[src/hw/cct_pkg.sv]
package cct_pkg;

	////////////////////////////////////////////////////////////////////////////////
	// device register map
	localparam logic [19:0] CCT_ADDR_TRIM = 20'hf0310;
	localparam logic [19:0] CCT_ADDR_SEC = 20'hfff92;
	localparam logic [19:0] CCT_ADDR_ALARM_MIN = 20'hfff9a;
	localparam logic [19:0] CCT_ADDR_ALARM_HOUR = 20'hfff9b;
	localparam logic [19:0] CCT_ADDR_ALARM_WEEK = 20'hfff9c;
	localparam logic [19:0] CCT_ADDR_CTRL0 = 20'hfff9d;
	localparam logic [19:0] CCT_ADDR_CTRL1 = 20'hfff9e;
	localparam logic [19:0] CCT_ADDR_UNLOCK = 20'hf00f0;
	localparam logic [19:0] CCT_ADDR_IRQ_FLAG = 20'hfffe0;
	localparam logic [19:0] CCT_ADDR_IRQ_MASK = 20'hfffe4;

	////////////////////////////////////////////////////////////////////////////////
	// field positions and values
	localparam int CCT_CTRL0_RUN = 7;
	localparam int CCT_CTRL0_HOUR24 = 3;
	localparam int CCT_CTRL1_ALARM_EN = 7;
	localparam int CCT_CTRL1_ALARM_FLAG = 4;
	localparam int CCT_CTRL1_FIXED_FLAG = 3;
	localparam int CCT_CTRL1_HOLD_ACK = 1;
	localparam int CCT_CTRL1_HOLD_REQ = 0;
	localparam int CCT_UNLOCK_BIT = 0;
	localparam int CCT_IRQ_TICK = 0;
	localparam int CCT_IRQ_TRIM = 1;
	localparam int CCT_TRIM_ON = 15;
	localparam logic [15:0] CCT_TRIM_RESET = 16'h0020;
	localparam logic [8:0] CCT_TRIM_ZERO = 9'h020;
	localparam logic [2:0] CCT_PERIOD_1S = 3'h2;
	localparam logic [2:0] CCT_PERIOD_OFF = 3'h0;

	////////////////////////////////////////////////////////////////////////////////
	// timing
	localparam longint CCT_CLK_PS = 4000;
	localparam longint CCT_SUBCLK_HZ = 32768;
	localparam longint CCT_SUBCLK_WAIT_N = 2;
	localparam longint CCT_HOLD_MAX_S = 1;
	localparam longint CCT_PS_PER_S = 64'd1000000000000;
	localparam int CCT_SUBCLK_WAIT_CYC = int'((CCT_SUBCLK_WAIT_N * CCT_PS_PER_S
		+ CCT_SUBCLK_HZ * CCT_CLK_PS - 1) / (CCT_SUBCLK_HZ * CCT_CLK_PS));
	localparam int CCT_HOLD_MAX_CYC = int'(CCT_HOLD_MAX_S * CCT_PS_PER_S / CCT_CLK_PS);

	////////////////////////////////////////////////////////////////////////////////
	// commands, states, sequencer operations
	typedef enum logic [2:0] {
		CCT_CMD_NONE = 3'h0,
		CCT_CMD_START = 3'h1,
		CCT_CMD_READ = 3'h2,
		CCT_CMD_ALARM = 3'h3,
		CCT_CMD_TRIM = 3'h4,
		CCT_CMD_STOP_PREP = 3'h5
	} cct_cmd_t;

	typedef enum logic [1:0] {
		CCT_ST_IDLE = 2'b00,
		CCT_ST_ISSUE = 2'b01,
		CCT_ST_BUS = 2'b11,
		CCT_ST_WAIT = 2'b10
	} cct_state_t;

	typedef enum logic [2:0] {
		CCT_OP_WR = 3'h0,
		CCT_OP_POLL = 3'h1,
		CCT_OP_RD_TIME = 3'h2,
		CCT_OP_RD_FLAG = 3'h3,
		CCT_OP_WAIT = 3'h4,
		CCT_OP_END = 3'h5
	} cct_opk_t;

	typedef struct packed {
		cct_opk_t kind;
		logic [19:0] addr;
		logic [15:0] data;
		logic [3:0] bit_sel;
		logic bit_val;
		logic [2:0] slot;
	} cct_op_t;

endpackage

[src/hw/cct_host.sv]
`timescale 1ns/1ps
`default_nettype none

// What this block does
// - host forms code as two's-complement ppm*2^20/10^6 plus 0x020
// - alarm minute is BCD 00..59, bit 7 zero; bad value never matches
// - alarm hour is BCD 00..23, or 01..12 and 21..32 in 12-hour mode
// - start: unlock, clear run, wait 2 sub-clocks, then configure
// - after run set, wait 2 sub-clocks before HALT or STOP
// - that wait is moot once the first tick or alarm interrupt came
// - host releases hold within 1 second of requesting it
// - host sees hold acknowledge low before entering STOP
// - unlock stays low except while accessing clock registers
// - alarm-safe read: mask, 1 s period, clear, wait tick, hold read, restore
// - before run, clear both request flags and both mask flags
module cct_host
	import cct_pkg::*;
#(
	parameter int SUBCLK_WAIT_CYC = CCT_SUBCLK_WAIT_CYC,
	parameter int HOLD_MAX_CYC = CCT_HOLD_MAX_CYC
)
(
	// clock and reset
	input wire logic clk,
	input wire logic rst_b,
	// user command port
	input wire logic cmd_valid,
	input wire logic [2:0] cmd_code,
	input wire logic twelve_hour,
	input wire logic [55:0] time_in,
	input wire logic [7:0] alarm_minute,
	input wire logic [7:0] alarm_hour,
	input wire logic [7:0] alarm_weekdays,
	input wire logic trim_on,
	input wire logic [8:0] trim_ppm_code,
	output logic busy,
	output logic done,
	output logic error,
	output logic alarm_hit,
	output logic stop_safe,
	output logic [55:0] time_out,
	// device register access
	output logic [19:0] dev_addr,
	output logic [15:0] dev_wdata,
	output logic dev_wr,
	output logic dev_rd,
	input wire logic [15:0] dev_rdata,
	input wire logic dev_ack
);

	////////////////////////////////////////////////////////////////////////////////
	// sequence landmarks of the read command
	localparam logic [5:0] READ_HOLD = 6'd9;
	localparam logic [5:0] READ_FIRST_TIME = 6'd11;
	localparam logic [5:0] READ_LAST_TIME = 6'd17;
	localparam logic [5:0] READ_RELEASE = 6'd18;
	localparam logic [5:0] READ_LOCK = 6'd24;

	typedef struct packed {
		cct_state_t state;
		cct_cmd_t cmd;
		logic [5:0] step;
		logic [27:0] wait_cnt;
		logic [27:0] hold_cnt;
		logic holding;
		logic running;
		logic alarm_armed;
		logic [19:0] dev_addr;
		logic [15:0] dev_wdata;
		logic dev_wr;
		logic dev_rd;
		logic busy;
		logic done;
		logic error;
		logic alarm_hit;
		logic stop_safe;
		logic [55:0] time_out;
	} cct_ctl_t;

	cct_ctl_t r;
	cct_ctl_t next_r;
	cct_op_t op;
	logic alarm_ok;

	cct_alarm_check i_cct_alarm_check (
		.alarm_minute(alarm_minute),
		.alarm_hour(alarm_hour),
		.alarm_weekdays(alarm_weekdays),
		.twelve_hour(twelve_hour),
		.alarm_ok(alarm_ok)
	);

	////////////////////////////////////////////////////////////////////////////////
	// operation builders
	function automatic cct_op_t op_mk(input cct_opk_t k, input logic [19:0] a,
		input logic [15:0] d, input int b, input logic v, input logic [2:0] s);
		op_mk.kind = k;
		op_mk.addr = a;
		op_mk.data = d;
		op_mk.bit_sel = 4'(b);
		op_mk.bit_val = v;
		op_mk.slot = s;
	endfunction

	function automatic cct_op_t op_wr(input logic [19:0] a, input logic [15:0] d);
		op_wr = op_mk(CCT_OP_WR, a, d, 0, 1'b0, 3'h0);
	endfunction

	function automatic logic [15:0] ctrl0_val(input logic run, input logic [2:0] period);
		ctrl0_val = (16'(run) << CCT_CTRL0_RUN) | (16'(!twelve_hour) << CCT_CTRL0_HOUR24)
			| 16'(period);
	endfunction

	// writing zero to the flag bits clears them
	function automatic logic [15:0] ctrl1_val(input logic en, input logic req);
		ctrl1_val = (16'(en) << CCT_CTRL1_ALARM_EN) | (16'(req) << CCT_CTRL1_HOLD_REQ);
	endfunction

	function automatic logic [15:0] bit_val(input int b);
		bit_val = 16'h0001 << b;
	endfunction

	////////////////////////////////////////////////////////////////////////////////
	// per-command sequences
	function automatic cct_op_t seq_op(input cct_cmd_t c, input logic [5:0] s);
		logic [2:0] slot;
		slot = 3'(s - 6'd4);
		seq_op = op_mk(CCT_OP_END, 20'h00000, 16'h0000, 0, 1'b0, 3'h0);
		unique case (c)
			CCT_CMD_START:
			begin
				unique case (s)
					6'd0: seq_op = op_wr(CCT_ADDR_UNLOCK, bit_val(CCT_UNLOCK_BIT));
					6'd1: seq_op = op_wr(CCT_ADDR_CTRL0, ctrl0_val(1'b0, CCT_PERIOD_OFF));
					6'd2: seq_op = op_mk(CCT_OP_WAIT, 20'h00000, 16'h0000, 0, 1'b0, 3'h0);
					6'd3: seq_op = op_wr(CCT_ADDR_CTRL0, ctrl0_val(1'b0, CCT_PERIOD_OFF));
					6'd4, 6'd5, 6'd6, 6'd7, 6'd8, 6'd9, 6'd10:
						seq_op = op_wr(CCT_ADDR_SEC + 20'(slot), 16'(time_in[{slot, 3'b000} +: 8]));
					6'd11: seq_op = op_wr(CCT_ADDR_TRIM,
						{trim_on, 6'h00, trim_ppm_code + CCT_TRIM_ZERO});
					6'd12: seq_op = op_wr(CCT_ADDR_IRQ_FLAG, 16'h0000);
					6'd13: seq_op = op_wr(CCT_ADDR_IRQ_MASK, 16'h0000);
					6'd14: seq_op = op_wr(CCT_ADDR_CTRL0, ctrl0_val(1'b1, CCT_PERIOD_OFF));
					6'd15: seq_op = op_mk(CCT_OP_WAIT, 20'h00000, 16'h0000, 0, 1'b0, 3'h0);
					6'd16: seq_op = op_wr(CCT_ADDR_UNLOCK, 16'h0000);
					default: ;
				endcase
			end
			CCT_CMD_READ:
			begin
				unique case (s)
					6'd0: seq_op = op_wr(CCT_ADDR_UNLOCK, bit_val(CCT_UNLOCK_BIT));
					6'd1: seq_op = op_wr(CCT_ADDR_IRQ_MASK, bit_val(CCT_IRQ_TICK));
					6'd2: seq_op = op_wr(CCT_ADDR_CTRL0, ctrl0_val(1'b1, CCT_PERIOD_1S));
					6'd3: seq_op = op_wr(CCT_ADDR_CTRL1, ctrl1_val(r.alarm_armed, 1'b0));
					6'd4: seq_op = op_wr(CCT_ADDR_IRQ_FLAG, 16'h0000);
					6'd5: seq_op = op_wr(CCT_ADDR_IRQ_MASK, 16'h0000);
					6'd6: seq_op = op_mk(CCT_OP_POLL, CCT_ADDR_IRQ_FLAG, 16'h0000,
						CCT_IRQ_TICK, 1'b1, 3'h0);
					6'd7: seq_op = op_mk(CCT_OP_RD_FLAG, CCT_ADDR_CTRL1, 16'h0000,
						CCT_CTRL1_ALARM_FLAG, 1'b0, 3'h0);
					6'd8: seq_op = op_wr(CCT_ADDR_IRQ_MASK, bit_val(CCT_IRQ_TICK));
					6'd9: seq_op = op_wr(CCT_ADDR_CTRL1, ctrl1_val(r.alarm_armed, 1'b1));
					6'd10: seq_op = op_mk(CCT_OP_POLL, CCT_ADDR_CTRL1, 16'h0000,
						CCT_CTRL1_HOLD_ACK, 1'b1, 3'h0);
					6'd11, 6'd12, 6'd13, 6'd14, 6'd15, 6'd16, 6'd17:
						seq_op = op_mk(CCT_OP_RD_TIME, CCT_ADDR_SEC + 20'(3'(s - 6'd11)),
							16'h0000, 0, 1'b0, 3'(s - 6'd11));
					6'd18: seq_op = op_wr(CCT_ADDR_CTRL1, ctrl1_val(r.alarm_armed, 1'b0));
					6'd19: seq_op = op_mk(CCT_OP_POLL, CCT_ADDR_CTRL1, 16'h0000,
						CCT_CTRL1_HOLD_ACK, 1'b0, 3'h0);
					6'd20: seq_op = op_wr(CCT_ADDR_CTRL0, ctrl0_val(1'b1, CCT_PERIOD_OFF));
					6'd21: seq_op = op_wr(CCT_ADDR_CTRL1, ctrl1_val(r.alarm_armed, 1'b0));
					6'd22: seq_op = op_wr(CCT_ADDR_IRQ_FLAG, 16'h0000);
					6'd23: seq_op = op_wr(CCT_ADDR_IRQ_MASK, 16'h0000);
					6'd24: seq_op = op_wr(CCT_ADDR_UNLOCK, 16'h0000);
					default: ;
				endcase
			end
			CCT_CMD_ALARM:
			begin
				unique case (s)
					6'd0: seq_op = op_wr(CCT_ADDR_UNLOCK, bit_val(CCT_UNLOCK_BIT));
					6'd1: seq_op = op_wr(CCT_ADDR_CTRL1, ctrl1_val(1'b0, 1'b0));
					6'd2: seq_op = op_wr(CCT_ADDR_ALARM_MIN, 16'(alarm_minute));
					6'd3: seq_op = op_wr(CCT_ADDR_ALARM_HOUR, 16'(alarm_hour));
					6'd4: seq_op = op_wr(CCT_ADDR_ALARM_WEEK, 16'(alarm_weekdays));
					6'd5: seq_op = op_wr(CCT_ADDR_CTRL1, ctrl1_val(1'b1, 1'b0));
					6'd6: seq_op = op_mk(CCT_OP_WAIT, 20'h00000, 16'h0000, 0, 1'b0, 3'h0);
					6'd7: seq_op = op_wr(CCT_ADDR_UNLOCK, 16'h0000);
					default: ;
				endcase
			end
			CCT_CMD_TRIM:
			begin
				unique case (s)
					6'd0: seq_op = op_wr(CCT_ADDR_UNLOCK, bit_val(CCT_UNLOCK_BIT));
					6'd1: seq_op = op_wr(CCT_ADDR_TRIM,
						{trim_on, 6'h00, trim_ppm_code + CCT_TRIM_ZERO});
					6'd2: seq_op = op_wr(CCT_ADDR_UNLOCK, 16'h0000);
					default: ;
				endcase
			end
			CCT_CMD_STOP_PREP:
			begin
				if (s == 6'd0)
					seq_op = op_mk(CCT_OP_POLL, CCT_ADDR_CTRL1, 16'h0000,
						CCT_CTRL1_HOLD_ACK, 1'b0, 3'h0);
			end
			default: ;
		endcase
	endfunction

	// always_comb so that the user inputs read inside seq_op are in the sensitivity
	always_comb
		op = seq_op(r.cmd, r.step);

	////////////////////////////////////////////////////////////////////////////////
	// sequencer
	always_comb
	begin
		next_r = r;
		next_r.done = 1'b0;
		if (r.holding)
			next_r.hold_cnt = r.hold_cnt + 28'd1;
		unique case (r.state)
			CCT_ST_IDLE:
			begin
				if (cmd_valid && cmd_code >= 3'(CCT_CMD_START) && cmd_code <= 3'(CCT_CMD_STOP_PREP))
				begin
					if (cct_cmd_t'(cmd_code) == CCT_CMD_ALARM && !alarm_ok)
					begin
						// out-of-range alarm would never match: refuse it
						next_r.done = 1'b1;
						next_r.error = 1'b1;
					end
					else
					begin
						next_r.cmd = cct_cmd_t'(cmd_code);
						// with the counter stopped no acknowledge will come, read directly
						next_r.step = (cct_cmd_t'(cmd_code) == CCT_CMD_READ && !r.running) ?
							READ_FIRST_TIME : 6'd0;
						next_r.busy = 1'b1;
						next_r.error = 1'b0;
						next_r.stop_safe = 1'b0;
						next_r.state = CCT_ST_ISSUE;
						if (cct_cmd_t'(cmd_code) == CCT_CMD_ALARM)
							next_r.alarm_armed = 1'b1;
					end
				end
			end
			CCT_ST_ISSUE:
			begin
				if (r.holding && r.hold_cnt >= 28'(HOLD_MAX_CYC) && r.step < READ_RELEASE)
				begin
					next_r.step = READ_RELEASE;
					next_r.error = 1'b1;
				end
				else
				begin
					unique case (op.kind)
						CCT_OP_WR:
						begin
							next_r.dev_addr = op.addr;
							next_r.dev_wdata = op.data;
							next_r.dev_wr = 1'b1;
							next_r.state = CCT_ST_BUS;
						end
						CCT_OP_POLL, CCT_OP_RD_TIME, CCT_OP_RD_FLAG:
						begin
							next_r.dev_addr = op.addr;
							next_r.dev_rd = 1'b1;
							next_r.state = CCT_ST_BUS;
						end
						CCT_OP_WAIT:
						begin
							next_r.wait_cnt = 28'(SUBCLK_WAIT_CYC - 1);
							next_r.state = CCT_ST_WAIT;
						end
						CCT_OP_END:
						begin
							next_r.busy = 1'b0;
							next_r.done = 1'b1;
							next_r.stop_safe = 1'b1;
							next_r.state = CCT_ST_IDLE;
							if (r.cmd == CCT_CMD_START)
								next_r.running = 1'b1;
						end
						default: next_r.state = CCT_ST_IDLE;
					endcase
				end
			end
			CCT_ST_BUS:
			begin
				if (dev_ack)
				begin
					next_r.dev_wr = 1'b0;
					next_r.dev_rd = 1'b0;
					next_r.state = CCT_ST_ISSUE;
					next_r.step = r.step + 6'd1;
					unique case (op.kind)
						CCT_OP_POLL:
							if (dev_rdata[op.bit_sel] != op.bit_val)
								next_r.step = r.step;
						CCT_OP_RD_TIME:
							next_r.time_out[{op.slot, 3'b000} +: 8] = dev_rdata[7:0];
						CCT_OP_RD_FLAG:
							next_r.alarm_hit = dev_rdata[op.bit_sel];
						default: ;
					endcase
					if (r.cmd == CCT_CMD_READ && r.step == READ_HOLD)
					begin
						next_r.holding = 1'b1;
						next_r.hold_cnt = 28'd0;
					end
					if (r.cmd == CCT_CMD_READ && r.step == READ_RELEASE)
						next_r.holding = 1'b0;
					if (r.cmd == CCT_CMD_READ && r.step == READ_LAST_TIME && !r.running)
						next_r.step = READ_LOCK;
				end
			end
			CCT_ST_WAIT:
			begin
				if (r.wait_cnt == 28'd0)
				begin
					next_r.step = r.step + 6'd1;
					next_r.state = CCT_ST_ISSUE;
				end
				else
					next_r.wait_cnt = r.wait_cnt - 28'd1;
			end
		endcase
	end

	always_ff @(posedge clk or negedge rst_b)
	begin
		if (!rst_b)
			r <= '0;
		else
			r <= next_r;
	end

	assign busy = r.busy;
	assign done = r.done;
	assign error = r.error;
	assign alarm_hit = r.alarm_hit;
	assign stop_safe = r.stop_safe;
	assign time_out = r.time_out;
	assign dev_addr = r.dev_addr;
	assign dev_wdata = r.dev_wdata;
	assign dev_wr = r.dev_wr;
	assign dev_rd = r.dev_rd;

endmodule
`default_nettype wire

[src/hw/cct_alarm_check.sv]
`timescale 1ns/1ps
`default_nettype none

module cct_alarm_check
	import cct_pkg::*;
(
	// alarm values to be written
	input wire logic [7:0] alarm_minute,
	input wire logic [7:0] alarm_hour,
	input wire logic [7:0] alarm_weekdays,
	input wire logic twelve_hour,
	// verdict
	output logic alarm_ok
);

	function automatic logic bcd_in(input logic [7:0] v, input logic [7:0] lo,
		input logic [7:0] hi);
		bcd_in = (v[3:0] <= 4'h9) && (v >= lo) && (v <= hi);
	endfunction

	logic minute_ok;
	logic hour_ok;

	assign minute_ok = bcd_in(alarm_minute, 8'h00, 8'h59);
	// pm hours carry bit 5, so 21..32 is the pm half of the 12-hour range
	assign hour_ok = twelve_hour ?
		(bcd_in(alarm_hour, 8'h01, 8'h12) || bcd_in(alarm_hour, 8'h21, 8'h32)) :
		bcd_in(alarm_hour, 8'h00, 8'h23);
	assign alarm_ok = minute_ok && hour_ok && !alarm_weekdays[7];

endmodule
`default_nettype wire

[config.mk]
export PLATFORM = sky130hd
export DESIGN_NAME = cct_host
export DESIGN_NICKNAME = d
export VERILOG_FILES = /design/src/hw/cct_pkg.sv /design/src/hw/cct_host.sv /design/src/hw/cct_alarm_check.sv
export SDC_FILE = /design/constraint.sdc
export NUM_CORES = 1
export LEC_CHECK = 0
export ABC_CLOCK_PERIOD_IN_PS = 9900
export BUFFER_PORTS_ARGS = -buffer_cell sky130_fd_sc_hd__buf_2
export CORE_UTILIZATION = 59
export DETAILED_ROUTE_END_ITERATION = 12
export PLACE_DENSITY_LB_ADDON = 0.15
export SLEW_MARGIN = 40
export SYNTH_ARGS = -nofsm -noshare
export SYNTH_HDL_FRONTEND = slang
export SYNTH_SLANG_ARGS = --single-unit
[constraint.sdc]
create_clock -name clk -period 9.9 [get_ports clk]
set_input_delay 1.98 -clock clk [delete_from_list [all_inputs] [get_ports clk]]
set_output_delay 1.98 -clock clk [all_outputs]
set_load 0.02 [all_outputs]
---- Yosys cells after proc, flatten, opt, wreduce, memory -nomap -nowiden ----
Index checks and enable logic that the tools add are counted.
word-level totals
  bits in registers ....................... 169
  bits of input ports ..................... 114
  output and inout bits ................... 99
  word-level logic and storage cells ...... 207
cells by class
  $add $sub $neg .......................... 9
  $lt $le $gt $ge ......................... 15
  eq/ne operators ......................... 52
  shift operators ......................... 3
  multiplexer cells ....................... 50
  bitwise gates (word level) .............. 2
  reductions and logical operators ........ 58
operators by type and width
  kind                                                                     number
  47-bit one-hot mux with 14 select lines                                  1
  47-bit one-hot mux with 9 select lines                                   1
  47-bit one-hot mux with 8 select lines                                   1
  47-bit one-hot mux with 5 select lines                                   1
  47-bit one-hot mux with 3 select lines                                   1
  28-bit two-way mux                                                       4
  29-bit two-way mux                                                       3
  56-bit bitwise mux                                                       1
  28-bit one-hot mux with 2 select lines                                   1
  8-bit by 8-bit variable shift with 56-bit output (first input constant)  1
  56-bit by 7-bit indexed part select with 8-bit output                    1
  8-bit by 8-bit indexed part select with 56-bit output                    1
  6-bit by 5-bit equality test with 1-bit output (second input constant)   9
  6-bit by 4-bit equality test with 1-bit output (second input constant)   8
  47-bit two-way mux                                                       1
  6-bit two-way mux                                                        6
  28-bit by 1-bit adder with 28-bit output (second input constant)         1
  28-bit >= comparator (second input constant)                             1
  28-bit logical NOT                                                       1
  28-bit by 1-bit subtractor with 28-bit output (second input constant)    1
  6-bit by 3-bit equality test with 1-bit output (second input constant)   4
  8-bit by 1-bit >= comparator with 1-bit output (second input constant)   3
  6-bit one-hot mux with 4 select lines                                    1
  11-bit two-way mux                                                       2
  other kinds (51)                                                         134

---- Depth between registers and ports, before layout ----
Gate-level depths: netlist (run 1).
  depth in word-level cells ............... 12
  depth in mapped cells ................... 16
  depth with buffers taken out ............ 13

---- Cells and area by module ----
A second synthesis (run 1) with hierarchy kept.
unflattened totals
  cells, all modules ...................... 1053
  area total of the unflattened synthesis .. 10048.4 µm²
by module, submodules not included
  module           times used  cells an instance  area each (µm²)
  cct_host         1           1039               9963.3
  cct_alarm_check  1           14                 85.1

---- Worst setup path before layout (run 1) ----
Ideal clock, no wire load.
  path type ............................... in2reg
  start ................................... in alarm_hour[3]
  end ..................................... reg r[163] in the netlist's numbering
  setup time .............................. 0.110 ns
  arrival time ............................ 3.719 ns
  data required time ...................... 9.790 ns
  slack ................................... 6.071 ns
  stages on the path ...................... 8
  buffers on the path ..................... 0
  cells stage by stage .................... or3_1 > and3b_1 > a211o_1 > nand4_1 > nand4b_1 > a31oi_1 > nand2_1 > o41ai_1
on the way
  word-level cells in the longest chain between the ends .. 11
RTL lines
  what                                                                    RTL line               text
  from (decl)                                                             cct_host.sv:32         input wire logic [7:0] alarm_hour,
  8-bit by 1-bit >= comparator with 1-bit output (tied with other cells)  cct_alarm_check.sv:18  bcd_in = (v[3:0] <= 4'h9) && (v >= lo) && (v <= hi);
  1-bit logical AND (2 in a row)                                          cct_alarm_check.sv:18
  1-bit logical OR                                                        cct_alarm_check.sv:27  (bcd_in(alarm_hour, 8'h01, 8'h12) || bcd_in(alarm_hour, 8'h21, 8'h32)) :
  1-bit two-way mux *                                                     cct_alarm_check.sv:26  assign hour_ok = twelve_hour ?
  1-bit logical AND * (2 in a row)                                        cct_alarm_check.sv:29  assign alarm_ok = minute_ok && hour_ok && !alarm_weekdays[7];
  1-bit logical NOT *                                                     cct_host.sv:231        if (cct_cmd_t'(cmd_code) == CCT_CMD_ALARM && !alarm_ok)
  1-bit logical AND *                                                     cct_host.sv:231
  2-bit != test (no line) *                                               -
  6-bit AND reduction (no line) *                                         -
  to (signal assigned)                                                    cct_host.sv:340        r <= next_r;
  to (decl)                                                               cct_host.sv:80         cct_ctl_t r;
Mark *: on every way between the ends. The rest lies on a longest branch, timed or not.
A chain may end at the register's enable or synchronous reset.

---- Final worst setup path (run 1) ----
  start ................................... reg r[159] in the netlist's numbering
  end ..................................... reg r (netlist bit time_out[54])
on the way
  word-level cells in the longest chain between the ends .. 7
RTL lines
  what                                                                                                                              RTL line         text
  6-bit by 5-bit equality test with 1-bit output (tied with other cells)                                                            cct_host.sv:151  unique case (s)
  7-bit OR reduction (tied with other cells)                                                                                        cct_host.sv:151
  47-bit one-hot mux with 14 select lines                                                                                           cct_host.sv:151
  47-bit one-hot mux with 5 select lines *                                                                                          cct_host.sv:129  unique case (c)
  6-bit negator with 8-bit output                                                                                                   cct_host.sv:306  next_r.time_out[{op.slot, 3'b000} +: 8] = dev_rdata[7:0];
  8-bit by 8-bit indexed part select with 56-bit output / 8-bit by 8-bit variable shift with 56-bit output (equally long branches)  cct_host.sv:306
  56-bit bitwise mux                                                                                                                cct_host.sv:306
Marked as above.

==> results of run 1 <==
[metal layers]
metal / part of all wire / vias to the layer above / track usage / wire, um
li1: - / 3996 / - / -
met4: 0.014 / 0 / 0.0956 / 376
met5: 0 / - / 0 / 0
met1: 0.45 / 4161 / 0.434 / 11700
met3: 0.085 / 39 / 0.0669 / 2220
met2: 0.46 / 410 / 0.467 / 11900
[worst max-delay path: cells and delay by family, from the launching register on]
kind	cells	cell delay, ns
flops	1	0.68
mux	1	0.41
fa+ha+maj	3	1.18
compound gates	1	0.41
simple gates	5	2.00
buf+inv	2	0.54
[worst max-delay path by stage]
stage / from / to / slack, ns / cells after the start
3_5_place_dp: r[159] / time_out[54] / 4.72 / 12
3_3_place_gp: r[158] / time_out[50] / 4.66 / 11
4_1_cts: r[159] / time_out[54] / 4.70 / 12
5_1_grt: r[159] / time_out[48] / 4.28 / 12
6_report: r[159] / time_out[54] / 4.54 / 12
2_1_floorplan: alarm_hour[3] / r[163] / 6.07 / 8
[registers in the layout, indices dropped and copies added, names as in the netlist]
register   flops
time_out      56
done           1
error          1
stop_safe      1
alarm_hit      1
dev_wdata     10
dev_addr      10
dev_wr         1
dev_rd         1
busy           1
r             70
[cells in the final DEF, fill, tap and decap left out, types with 7 or more instances in the layout]
cell       count
nand4_1       12
buf_2        197
o21ai_0       59
nor2b_1       11
xor2_1        19
a31oi_1       11
nor3_1        21
o21a_1         9
xnor2_1       14
o31ai_1        7
and3_1         7
nand2b_1      14
and2_1        18
buf_4         11
a21oi_1       68
mux2_2        67
nand3_1       39
nor2_1        87
ha_1          13
or4_1         14
inv_1         19
dfrtp_1      152
a221oi_1      16
nand2_1       75
mux4_2         8
or3_1         25
or2_2          7
clkbuf_16     17
[where the power goes]
group / leakage [nW] / switching [mW] / internal, mW
Combinational: 2.75 / 0.826 / 0.460
Clock: 0.326 / 0.268 / 0.477
Sequential: 1.87 / 0.133 / 0.740
Total: 4.95 / 1.23 / 1.68
[cell type report]
cell class / instances / area share
Clock buffer: 18 / 0.0396
Clock inverter: 12 / 0.0200
Timing Repair Buffer: 210 / 0.0986
Inverter: 20 / 0.00677
Multi-Input combinational cell: 757 / 0.465
Sequential cell: 153 / 0.345
Tap cell: 220 / 0.0248
[cell families (layout without fill, tap and decap cells)]
group / count (synthesis) / after routing / synth area share
AOI/OAI and AO/OA: 255 / 255 / 0.172
and+or+nand+nor: 370 / 370 / 0.196
muxes: 80 / 80 / 0.0992
adders and majority gates: 13 / 13 / 0.0164
xor gates and xnor gates: 33 / 33 / 0.0291
other: 1 / 6 / 0.000377
buffers and inverters: 170 / 260 / 0.102
DFF: 153 / 153 / 0.385
==> impl_metrics.csv, run 1 <==
group,metric,value,unit
finish,stdcell_count,1390,
finish,area_growth,11.6,%
clock_network,hold_buffers,0,
worst_hold_path,min_path_type,"flop to flop",
placed_design,place_hpwl,18.4,mm
sta,setup_viol,0,
sta,drv_slew,0,
worst_setup_path,arrival,5.66,ns
worst_setup_path,worstReg2RegEnd,"time_out[54]",
worst_setup_path,slowest_delay,0.68,ns
grt,grt_max_degree,83,
synth,synth-seq-cells,153,
grt,grt_remaining_overflow,0,
floorplanning,rows,47,
clock_network,clkTransAtPathRegs,0.06,ns
finish,final_cell_area,11100,um^2
worst_setup_path,regToRegStartpoint,"r[159]",
power,total_power,2.90,mW
detailed_routing,drcViolationCount,0,
floorplanning,die_h,132,um
sta,hold_viol_final,0,
sta,finalClockSkew,0.0151,ns
detailed_routing,via_count,8606,
synth,synth-edff-count,0,
clock_network,cts_setup_buffers,0,
worst_setup_path,cp_cell_sequence,"inv_2, ha_1, nor2_1, a211oi_2, nor2_1, nor3_1, inv_1, ha_1, ha_1, nor3_1, nor2b_1, mux2_2",
floorplanning,fp.dieW,132,um
sta,fmax,0.187,GHz
sta,slew_headroom,0.451,
synth,synth.avg_cell_area,9.24,um^2
grt,antenna_found_initial,0,
synth,synthTopCellsByCount,"dfrtp_1 (153), buf_4 (94), nor2_1 (88)",
detailed_routing,ant_nets,0,
power,power.density,262,nW/um^2
clock_network,htree_levels,4,
finish,multiInputGateArea,5160,um^2
finish,fin_nets,1286,
placed_design,pre_cts_ws,4.72,ns
grt,grt_pass1_wl,42.3,mm
sta,fin_crit,5.36,ns
sta,timing.setup.tns,0,ns
sta,tightest_slew,0.803,ns
worst_setup_path,start_kind,"flop",
clock_network,cts_root_buffer,"clkbuf_16",
placed_design,gp_congestion,1.00,
synth,synth_seq_area_share,0.385,
worst_setup_path,endpoint_kind,"flop",
worst_setup_path,crit_path_max_fanout,16,
synth,synthTopCellsByArea,"dfrtp_1 (39%), mux2_2 (7.6%), buf_4 (7.1%)",
detailed_routing,drt_iter0_drc,842,
detailed_routing,viasPerCell,6.19,
power,ir_drop,0.167,mV
floorplanning,ios,213,
worst_hold_path,hold_end,"busy",
clock_network,cts_tree,"yes",
synth,synthArstFlopShare,1.00,
clock_network,clock_latency,0.43,ns
floorplanning,initial_core_util,0.601,
worst_hold_path,hold_start,"busy",
worst_setup_path,cpMaxStageDelayCell,"dfrtp_1",
sta,final.setup.worst_slack,4.54,ns
synth,synthCells,1075,
sta,finalCritPeriodShare,0.541,
clock_network,cts_buffers,17,
detailed_routing,wl_per_cell,18.8,um
placed_design,dpl.cell_count,1360,
worst_hold_path,hold_depth,1,
floorplanning,core,16500,um^2
worst_setup_path,path_common_cell,"ha_1",
clock_network,clkSinkCount,153,
synth,synthDistinctLibCells,78,
placed_design,dpl_cell_area,10400,um^2
synth,synth_top_cell_area_share,0.385,
synth,yosys_warnings,0,
placed_design,port_buffers,198,
detailed_routing,wirelength,26.2,mm
job,maxCapViolCount,0,
synth,synth-main-ff-cell,"dfrtp_1",
floorplanning,die_area,17400,um^2
finish,antennaDiodeCount,0,
power,leakage,4.95,nW
finish,drive_gt1_frac,0.300,
synth,yosysTopAreaCell,"dfrtp_1",
finish,nFillCells,1379,
clock_network,cts_resized,0,
clock_network,clockBufferDepth,2,
worst_setup_path,rrSetupSlack,4.54,ns
grt,grt_usage,0.305,
finish,seqCellArea,3830,um^2
synth,syn-cell-area,9940,um^2
worst_setup_path,critical_path_class,"flop to flop",
outcome,outcome,"finished clean",
grt,grt_pass1_vias,8023,
sta,holdWs,0.473,ns
synth,post-synth-top-count-cell,"dfrtp_1",
worst_setup_path,r2r.worst_path.cells,12,
finish,fin_util,0.671,
sta,rsz0062_at_grt,"false",
detailed_routing,first_pass_iters,5,
worst_setup_path,crit_required,10.20,ns
(Power assumes the default switching activity.)
==> run 2, diff against run 1 <==
ABC_CLOCK_PERIOD_IN_PS = 5600   (was 9900)
CORE_UTILIZATION = 56   (was 59)
clock period = 5.6 ns   (was 9.9 ns; I/O delays follow)
==> impl_metrics.csv, run 2 (synthesis gave the netlist of run 1 again) <==
group,metric,value,unit
outcome,outcome,"finished clean",
sta,final.setup.worst_slack,1.07,ns
detailed_routing,via_count,8550,
sta,rsz0062_at_grt,"false",
clock_network,cts_root_buffer,"clkbuf_16",
detailed_routing,highest_layer,"met4",
floorplanning,initial_core_util,0.574,
grt,grt_remaining_overflow,0,
floorplanning,rows,48,
worst_hold_path,hold_start,"dev_addr[1]",
grt,antenna_found_initial,0,
sta,finalClockSkew,0.0116,ns
finish,seqCellArea,3830,um^2
power,total_power,5.12,mW
worst_setup_path,start_kind,"flop",
worst_setup_path,cp_cell_sequence,"inv_2, ha_1, inv_1, a2111oi_1, nor3b_1, a221oi_2, o311ai_2, buf_4, nor3_1, nor2b_1, mux2_2",
floorplanning,core,17300,um^2
grt,grt_pass1_vias,7990,
placed_design,gp_congestion,0.933,
worst_setup_path,slowest_delay,0.76,ns
placed_design,place_hpwl,18.6,mm
clock_network,cts_resized,0,
worst_setup_path,critical_path_class,"flop to flop",
worst_setup_path,endpoint_kind,"flop",
worst_setup_path,crit_required,5.91,ns
clock_network,cts_tree,"yes",
worst_setup_path,regToRegStartpoint,"r[159]",
floorplanning,die_area,18300,um^2
detailed_routing,ant_nets,0,
detailed_routing,viasPerCell,6.09,
worst_setup_path,arrival,4.84,ns
floorplanning,ios,213,
finish,max_flop_register,"r",
clock_network,cts_buffers,17,
finish,antennaDiodeCount,0,
detailed_routing,wl_met2,11.8,mm
detailed_routing,drcViolationCount,0,
placed_design,port_buffers,198,
power,leakage,4.98,nW
detailed_routing,wl_per_cell,18.7,um
finish,area_growth,12.1,%
clock_network,clkSinkCount,153,
worst_setup_path,crit_start,"r[159]",
detailed_routing,drt_iter0_drc,762,
finish,layout_common_cells,"buf_2 (197), dfrtp_1 (153), nor2_1 (88)",
worst_hold_path,min_path_type,"flop to flop",
sta,fmax,0.221,GHz
grt,grt_pass1_wl,41.7,mm
finish,multiInputGateArea,5130,um^2
detailed_routing,wl_met3,2.14,mm
clock_network,cts_setup_buffers,0,
grt,grt_max_degree,113,
sta,slew_headroom,0.411,
sta,tightest_slew,0.877,ns
worst_setup_path,cpMaxStageDelayCell,"a2111oi_1",
finish,largest_register_ffs,70,
worst_setup_path,crit_path_max_fanout,12,
finish,fin_nets,1295,
placed_design,pre_cts_ws,1.19,ns
sta,finalCritPeriodShare,0.809,
clock_network,clockBufferDepth,2,
finish,nFillCells,1474,
clock_network,clock_latency,0.44,ns
finish,drive_gt1_frac,0.301,
detailed_routing,wl_met1,11.8,mm
power,ir_drop,0.276,mV
detailed_routing,wirelength,26.3,mm
clock_network,hold_buffers,0,
floorplanning,die_h,135,um
sta,hold_viol_final,0,
finish,fin_util,0.644,
sta,setup_viol,0,
sta,drv_slew,0,
grt,grt_usage,0.293,
power,power.density,460,nW/um^2
floorplanning,fp.dieW,135,um
clock_network,clkTransAtPathRegs,0.06,ns
finish,final_common_cell,"buf_2",
sta,fin_crit,4.53,ns
job,maxCapViolCount,0,
detailed_routing,first_pass_iters,5,
sta,timing.setup.tns,0,ns
clock_network,htree_levels,4,
## run 2: changes by cell type in the layout (fill, tap and decap cells not counted), sizes merged
| cell | change |
|---|---|
| buf | +10 |
| clkinvlp | +2 |
| bufinv | -2 |
| clkinv | -2 |
| inv | +2 |
## run 2: report_power, final
group | total (mW) | internal [mW] | switching [mW]
Sequential | 1.51 | 1.31 | 0.198
Combinational | 2.34 | 0.850 | 1.49
Clock | 1.27 | 0.775 | 0.495
## run 2: area by class of cell
type                    instances  share of cell area
multi-input cells             757               0.461
clock inverters                12              0.0171
flip-flops and latches        153               0.344
clock buffers                  19              0.0407
inverters                      20             0.00674
repair buffers                219               0.106
well taps                     225              0.0253
## run 2: path summary, 6_finish.rpt
path | endpoint | slack, ns | depth (start not counted)
worst max-delay path | time_out[54] | 1.07 | 11
worst min-delay path | dev_addr[1] | 0.48 | 2
min in group asynchronous | alarm_hit | 0.56 | 1
worst max register to register | time_out[54] | 1.07 | 11
max in group asynchronous | time_out[38] | 4.22 | 2
worst min register to register | dev_addr[1] | 0.48 | 2
## run 2: routing by layer
layer,vias up,track usage
met3,43,0.0700
met2,371,0.435
li1,4011,-
met1,4125,0.421
met4,0,0.0918
met5,-,0
## run 2: critical path: cells and delay by family, from the launching register on
kind	cells	cell delay (ns)
buffers and inverters	3	0.61
and+or+nand+nor	3	1.08
muxes	1	0.43
DFF	1	0.39
adders and majority gates	1	0.57
AOI/OAI and AO/OA	3	1.32
## run 2: metrics by stage
stage,hold slack (ns),cell area (um^2),cells
after CTS,0.488,11100,1404
after detailed placement,0.473,10500,1373
after floorplan,0.428,9950,1080
final,0.483,11100,1405
after global placement,0.456,10500,1373
after global routing,0.509,11100,1405
